[config.mk]
export PLATFORM = sky130hd
export DESIGN_NAME = window_watchdog_supervisor
export DESIGN_NICKNAME = d
export VERILOG_FILES = /design/src/hw/input_sync.v /design/src/hw/window_watchdog_supervisor.v
export VERILOG_INCLUDE_DIRS = /design/src /design/src/hw
export SDC_FILE = /design/constraint.sdc
export NUM_CORES = 1
export LEC_CHECK = 0
export BUFFER_PORTS_ARGS = -buffer_cell sky130_fd_sc_hd__buf_2
export CORE_ASPECT_RATIO = 0.8
export CORE_MARGIN = 1.5
export CORE_UTILIZATION = 63
export DETAILED_ROUTE_END_ITERATION = 8
export PLACE_DENSITY = 0.79
export SLEW_MARGIN = 30
export SYNTH_ARGS = -nofsm -noshare
export SYNTH_HDL_FRONTEND = slang
export SYNTH_SLANG_ARGS = --single-unit
export TNS_END_PERCENT = 50
[constraint.sdc]
create_clock -name clock -period 9 [get_ports clock]
set_input_delay 0.45 -clock clock [delete_from_list [all_inputs] [get_ports clock]]
set_output_delay 0.45 -clock clock [all_outputs]
set_load 0.01 [all_outputs]
[src/hw/supervisor_defs.vh]
/*
  Timing constants for the window watchdog supervisor core.
  Assumes a 40 MHz core clock; times are kept in their own unit and converted to cycles.
*/
`ifndef SUPERVISOR_DEFS_VH
`define SUPERVISOR_DEFS_VH

`define CLK_MHZ              40
`define CLK_KHZ              40000
// Overvoltage flag delay and clear pulse width, in microseconds
`define OV_DELAY_US          5
`define OV_DELAY_CYC         (`OV_DELAY_US * `CLK_MHZ)
`define CLEAR_WIDTH_US       5
`define CLEAR_WIDTH_CYC      (`CLEAR_WIDTH_US * `CLK_MHZ)
// Watchdog fault pulse lengths, in milliseconds
`define FAST_PULSE_MS        50
`define FAST_PULSE_CYC       (`FAST_PULSE_MS * `CLK_KHZ)
`define SLOW_PULSE_MS        100
`define SLOW_PULSE_CYC       (`SLOW_PULSE_MS * `CLK_KHZ)
// Default fast window limit and reset timeout, in milliseconds
`define FAST_LIMIT_MS        8
`define SLOW_LIMIT_FACTOR    10
`define RESET_TIMEOUT_MS     10
`define SYNC_STAGES          2

`endif

[src/hw/input_sync.v]
/*
  Two-stage synchroniser for a group of level inputs.
  Assumes inputs may be asynchronous to clock; first stage is read only by the second.
*/
module input_sync #(
  parameter WIDTH = 4,
  parameter [WIDTH-1:0] RESET_VALUE = {WIDTH{1'b1}}
) (
  input  wire             clock,
  input  wire             rstn,
  input  wire [WIDTH-1:0] async_in,
  output wire [WIDTH-1:0] sync_out
);

  genvar i;
  generate
    for (i = 0; i < WIDTH; i = i + 1) begin : g_bit
      reg meta_reg;
      reg stable_reg;
      always @(posedge clock or negedge rstn) begin
        if (!rstn) begin
          meta_reg   <= RESET_VALUE[i];
          stable_reg <= RESET_VALUE[i];
        end else begin
          meta_reg   <= async_in[i];
          stable_reg <= meta_reg;
        end
      end
      assign sync_out[i] = stable_reg;
    end
  endgenerate

endmodule // input_sync

[src/hw/window_watchdog_supervisor.v]
/*
  Digital core of a supply supervisor: window watchdog, latched overvoltage flag,
  supply-fault reset with timeout stretch.
  Assumes window and overvoltage comparator levels arrive from analog logic, one clock.
*/
`include "supervisor_defs.vh"

module window_watchdog_supervisor #(
  parameter FAST_LIMIT_MS   = `FAST_LIMIT_MS,
  parameter RESET_TIMEOUT_MS = `RESET_TIMEOUT_MS,
  parameter FAST_LIMIT_CYC  = FAST_LIMIT_MS * `CLK_KHZ,
  parameter SLOW_LIMIT_CYC  = FAST_LIMIT_MS * `SLOW_LIMIT_FACTOR * `CLK_KHZ,
  parameter RESET_TIMEOUT_CYC = RESET_TIMEOUT_MS * `CLK_KHZ,
  parameter FAST_PULSE_CYC  = `FAST_PULSE_CYC,
  parameter SLOW_PULSE_CYC  = `SLOW_PULSE_CYC
) (
  input  wire clock,
  input  wire rstn,
  input  wire in_window,
  input  wire over_voltage,
  input  wire fault_clear_n,
  input  wire watchdog_strobe,
  output wire supply_reset_n,
  output wire overvoltage_flag_n,
  output wire watchdog_fault_n
);

  localparam CW = 32;
  localparam [CW-1:0] FAST_LIM  = FAST_LIMIT_CYC;
  localparam [CW-1:0] SLOW_LIM  = SLOW_LIMIT_CYC;
  localparam [CW-1:0] RST_TO    = RESET_TIMEOUT_CYC;
  localparam [CW-1:0] FAST_PUL  = FAST_PULSE_CYC;
  localparam [CW-1:0] SLOW_PUL  = SLOW_PULSE_CYC;
  localparam [CW-1:0] OV_DLY    = `OV_DELAY_CYC;
  localparam [CW-1:0] CLR_WID   = `CLEAR_WIDTH_CYC;

  localparam [2:0] WD_IDLE  = 3'h1;
  localparam [2:0] WD_TIME  = 3'h2;
  localparam [2:0] WD_PULSE = 3'h4;

  //////////////////////////////////////////////////////////////////////////////
  // Input synchronisation

  wire [3:0] synced;
  input_sync #(
    .WIDTH       (4),
    .RESET_VALUE (4'hD)
  ) u_sync (
    .clock    (clock),
    .rstn     (rstn),
    .async_in ({watchdog_strobe, fault_clear_n, over_voltage, in_window}),
    .sync_out (synced)
  );

  wire strobe_s = synced[3];
  wire clear_s  = synced[2];
  wire ov_s     = synced[1];
  wire win_s    = synced[0];

  //////////////////////////////////////////////////////////////////////////////
  // Edge detection

  reg strobe_d_reg;
  reg reset_d_reg;
  always @(posedge clock or negedge rstn) begin
    if (!rstn) begin
      strobe_d_reg <= 1'b1;
      reset_d_reg  <= 1'b0;
    end else begin
      strobe_d_reg <= strobe_s;
      reset_d_reg  <= supply_reset_n;
    end
  end
  wire strobe_fall = strobe_d_reg & ~strobe_s;
  wire reset_rise  = supply_reset_n & ~reset_d_reg;

  //////////////////////////////////////////////////////////////////////////////
  // Overvoltage flag and clear input

  reg [CW-1:0] ov_cnt_reg;
  reg [CW-1:0] clr_cnt_reg;
  reg          ov_flag_reg;
  reg          long_clear_reg;
  // Clear activity counts only once the overvoltage condition has ended
  wire         clear_armed = !clear_s && !ov_s;
  always @(posedge clock or negedge rstn) begin
    if (!rstn) begin
      ov_cnt_reg     <= 32'h0;
      clr_cnt_reg    <= 32'h0;
      ov_flag_reg    <= 1'b0;
      long_clear_reg <= 1'b0;
    end else begin
      if (!ov_s)
        ov_cnt_reg <= 32'h0;
      else if (ov_cnt_reg < OV_DLY)
        ov_cnt_reg <= ov_cnt_reg + 32'h1;
      if (!clear_armed)
        clr_cnt_reg <= 32'h0;
      else if (clr_cnt_reg <= CLR_WID)
        clr_cnt_reg <= clr_cnt_reg + 32'h1;
      if (ov_s && ov_cnt_reg + 32'h1 >= OV_DLY)
        ov_flag_reg <= 1'b1;
      else if (clear_armed && clr_cnt_reg + 32'h1 >= CLR_WID)
        ov_flag_reg <= 1'b0;
      long_clear_reg <= clear_armed && clr_cnt_reg >= CLR_WID;
    end
  end
  assign overvoltage_flag_n = ~ov_flag_reg;

  //////////////////////////////////////////////////////////////////////////////
  // Supply-fault reset with timeout stretch

  reg [CW-1:0] rst_cnt_reg;
  reg          rst_out_reg;
  wire         rst_cause = !win_s || long_clear_reg;
  always @(posedge clock or negedge rstn) begin
    if (!rstn) begin
      rst_cnt_reg <= 32'h0;
      rst_out_reg <= 1'b0;
    end else if (rst_cause) begin
      rst_cnt_reg <= 32'h0;
      rst_out_reg <= 1'b0;
    end else if (!rst_out_reg) begin
      if (rst_cnt_reg + 32'h1 >= RST_TO)
        rst_out_reg <= 1'b1;
      else
        rst_cnt_reg <= rst_cnt_reg + 32'h1;
    end
  end
  assign supply_reset_n = rst_out_reg;

  //////////////////////////////////////////////////////////////////////////////
  // Window watchdog

  reg [2:0]    wd_state_reg;
  reg [2:0]    wd_state_next;
  reg [CW-1:0] wd_cnt_reg;
  reg [CW-1:0] wd_cnt_next;
  reg [CW-1:0] pulse_cnt_reg;
  reg [CW-1:0] pulse_cnt_next;

  always @* begin
    wd_state_next  = wd_state_reg;
    wd_cnt_next    = wd_cnt_reg;
    pulse_cnt_next = pulse_cnt_reg;
    case (wd_state_reg)
      WD_IDLE: begin
        wd_cnt_next = 32'h0;
        if (strobe_fall)
          wd_state_next = WD_TIME;
      end
      WD_TIME: begin
        if (wd_cnt_reg >= SLOW_LIM) begin
          wd_cnt_next    = 32'h0;
          wd_state_next  = WD_PULSE;
          pulse_cnt_next = SLOW_PUL;
        end else if (reset_rise) begin
          wd_cnt_next = 32'h0;
        end else if (strobe_fall) begin
          wd_cnt_next = 32'h0;
          if (wd_cnt_reg < FAST_LIM) begin
            wd_state_next  = WD_PULSE;
            pulse_cnt_next = FAST_PUL;
          end
        end else begin
          wd_cnt_next = wd_cnt_reg + 32'h1;
        end
      end
      WD_PULSE: begin
        wd_cnt_next    = 32'h0;
        pulse_cnt_next = pulse_cnt_reg - 32'h1;
        if (pulse_cnt_reg == 32'h1)
          wd_state_next = WD_TIME;
      end
      default: begin
        wd_state_next  = WD_IDLE;
        wd_cnt_next    = 32'h0;
        pulse_cnt_next = 32'h0;
      end
    endcase
  end

  always @(posedge clock or negedge rstn) begin
    if (!rstn) begin
      wd_state_reg  <= WD_IDLE;
      wd_cnt_reg    <= 32'h0;
      pulse_cnt_reg <= 32'h0;
    end else begin
      wd_state_reg  <= wd_state_next;
      wd_cnt_reg    <= wd_cnt_next;
      pulse_cnt_reg <= pulse_cnt_next;
    end
  end

  //////////////////////////////////////////////////////////////////////////////
  // Watchdog fault output

  reg wd_fault_reg;
  always @(posedge clock or negedge rstn) begin
    if (!rstn)
      wd_fault_reg <= 1'b1;
    else
      wd_fault_reg <= ~(wd_state_next == WD_PULSE);
  end
  assign watchdog_fault_n = wd_fault_reg;

endmodule // window_watchdog_supervisor

==> results_dict.tcl <==
set metrics [dict create \
    status "finished, violations left" \
    violations "design-rule violations" \
    reg2reg_slack_ns 5.20 \
    max-vdd-ir-drop_v 0.0001355 \
    io_buffer_count 8 \
    synth_area_sq_mm 0.009389 \
    cap_violations 0 \
    finalWirelength_um 19140 \
    regArea_sq_mm 0.004441 \
    arrival_ns 4.14 \
    synth_edf_count 0 \
    seq_power_share 0.476 \
    cts_tree "done" \
    power.switching_mw 0.4351 \
    antenna_found_initial 0 \
    stdcell_area_sq_mm 0.01022 \
    maxSlewViolCount 0 \
    finish.net_count 1043 \
    max_stage_delay_ns 0.69 \
    required_ns 9.34 \
    tns_ns 0 \
    grt_max_degree 95 \
    die_x_um 139.5 \
    n_antenna_cell 0 \
    placed_cell_area_sq_mm 0.009600 \
    cts.sinks 177 \
    area_delta_synth_final_pct 8.902 \
    synth_ff_type "dfrtp_1" \
    syn_avg_cell_area_sq_um 9.124 \
    cp_slowest_cell "or2_2" \
    fp.dieH_um 112.2 \
    pin_count 9 \
    grt_usage 0.2654 \
    grt.overflow.total 0 \
    drc 2 \
    cts-resized-gates 0 \
    critical_path_class "reg -> reg" \
    dpl.hpwl_um 12400 \
    dr.pass1.iters 7 \
    via_count 7574 \
    cts_hold_buf 0 \
    cp_cell_sequence "ha_1 > nand4_1 > nor4_1 > nand3_1 > mux2i_1 > nor3_1 > nand4_2 > or2_2 > o31ai_1" \
    min_period_ns 3.802 \
    num_rows 39 \
    ys_seq_area_frac 0.4729 \
    worstMarginPinSlew_ns 0.8228 \
    grt_pass1_vias 6956 \
    rsz0062_at_grt "false" \
    pwr_density_cell_mw_per_mm2 172.3 \
    layout_commonest_cell "dfrtp_1" \
    path_delay_family "simple AND/OR/NAND/NOR gates" \
    hold_violations 0 \
    design.die.area_sq_mm 0.01565 \
    cp_max_fo 35 \
    h-tree-depth 4 \
    clockBufferDepth 2 \
    fin_skew_ns 0.008007 \
    avgRoutedWirePerCell_um 15.61 \
    yosys_warnings 0 \
    worstReg2RegEnd "rst_cnt_reg[13]$_DFFE_PN0P_" \
    cp_num_buf_inv 0 \
    swShare 0.2470 \
    reg2reg_from "rst_cnt_reg[0]$_DFFE_PN0P_" \
    syn_inst 1029 \
    grt_pass1_wl_um 33710 \
    initial_core_util 0.6522 \
    post-route-period-util 0.4225 \
    pwr-share-comb 0.082 \
    drt-initial-drc-count 604 \
    via_per_inst 6.178 \
    core_sq_mm 0.01440 \
    setup_viol 0 \
    p_clk_frac 0.442 \
    drive_gt1_frac 0.08061 \
    synth_cell_types 69 \
    clk_latency_ns 0.43 \
    numCtsBuffers 17 \
    fillers 1113 \
    clockRootBuffer "clkbuf_16" \
    ys_seq_elements 177 \
    endpoint_kind "register" \
    layout_common_cells "168 x dfrtp_1, 113 x nor2_1, 74 x nand2_1" \
    gp_congestion 0.8805 \
    cts_setup_buffers 0 \
    path_clk_slew_ns 0.07 \
    total_leakage_power_nw 4.333 \
    timing.fmax_ghz 0.2630 \
    internal-power_mw 1.326 \
    hold_path.class "in -> async" \
    async_reset_ff_frac 1.000 \
    reg2regPathDepth 9 \
    postRouteAntennaNets 0 \
    slew_headroom 0.4494 \
    multiInputGateArea_sq_mm 0.004768 \
    worstSetupStartpointType "register" \
]
## synthesized netlist by cell type (all sizes together), types with 4 or more instances
library cell  number  area (sq um)
dfrtp            168          4204
nor2             114         427.9
nand2             74         277.8
o21ai             60         300.3
and2              58         362.9
nand3             54         270.3
a21oi             48         240.2
nor3              39         195.2
clkbuf            38         142.6
nand4             34         234.0
and3              30         187.7
nor4              25         162.6
xnor2             25         219.0
or4               22         172.7
inv               20         75.07
xor2              20         175.2
o31ai             19         142.6
mux2i             12         120.1
nor2b             11         68.82
nand2b            10         62.56
o21a              10         75.07
dfstp              9         236.5
or2                9         56.30
or3                9         56.30
a31oi              8         50.05
ha                 8         100.1
a211oi             7         52.55
a21o               7         52.55
o211ai             7         52.55
nor3b              6         45.04
buf                4         18.76
o22ai              4         25.02
o311ai             4         35.03
or3b               4         35.03
## worst max-delay path by stage
stage               depth (start not counted)                           to  slack [ns]                         from
finish                                      9  rst_cnt_reg[13]$_DFFE_PN0P_        5.20   rst_cnt_reg[0]$_DFFE_PN0P_
global route                                9  rst_cnt_reg[30]$_DFFE_PN0P_        4.85   rst_cnt_reg[0]$_DFFE_PN0P_
CTS                                         9  rst_cnt_reg[13]$_DFFE_PN0P_        5.24   rst_cnt_reg[0]$_DFFE_PN0P_
detailed placement                          9  rst_cnt_reg[13]$_DFFE_PN0P_        5.22   rst_cnt_reg[0]$_DFFE_PN0P_
global placement                            9  rst_cnt_reg[13]$_DFFE_PN0P_        5.39   rst_cnt_reg[0]$_DFFE_PN0P_
floorplan                                   8  rst_cnt_reg[17]$_DFFE_PN0P_        6.10  rst_cnt_reg[10]$_DFFE_PN0P_
## through the flow
step | total power [mW] | utilization | worst slack, ns | cells | hold slack (ns)
after global routing | 1.839 | 0.7103 | 4.846 | 1226 | 0.08484
after detailed placement | 0.9958 | 0.6669 | 5.215 | 1194 | 0.3372
after CTS | 1.779 | 0.7097 | 5.243 | 1226 | 0.08941
final | 1.762 | 0.7103 | 5.198 | 1226 | 0.1024
after floorplan | 0.9478 | - | 6.102 | 1038 | 0.1544
after global placement | 0.9921 | 0.6657 | 5.393 | 1194 | 0.3325
## area by class of cell
type	count	area share
Timing Repair Buffer	14	0.009300
Multi-Input combinational cell	799	0.4663
Clock inverter	14	0.01823
Inverter	20	0.007342
Clock buffer	18	0.04197
Sequential cell	177	0.4343
Tap cell	184	0.02252
## routing by layer
layer	vias to the layer above	track usage	part of all wire
li1	3737	-	-
met1	3618	0.3983	0.50
met2	200	0.3857	0.44
met3	19	0.06229	0.052
met4	0	0.07589	0.010
met5	-	0	0
## power by group through the flow
stage | sequential (mW) | combinational (mW) | clock [mW]
2_1_floorplan | 0.846 | 0.102 | 0
5_1_grt | 0.842 | 0.165 | 0.832
3_5_place_dp | 0.853 | 0.143 | 0
6_report | 0.838 | 0.145 | 0.778
3_3_place_gp | 0.852 | 0.140 | 0
4_1_cts | 0.838 | 0.144 | 0.797
## cells by family (layout without fill, tap and decap cells)
| logic type | after synthesis | after routing | share of synthesized area |
|---|---|---|---|
| compound gates | 210 | 210 | 0.1429 |
| xor+xnor | 45 | 45 | 0.04198 |
| fa+ha+maj | 8 | 8 | 0.01066 |
| buf+inv | 62 | 66 | 0.02519 |
| flops | 177 | 177 | 0.4729 |
| mux | 15 | 15 | 0.01639 |
| other cells | 1 | 10 | 0.0003994 |
| simple gates | 511 | 511 | 0.2896 |
No activity file was read; power rests on OpenSTA's default activity.
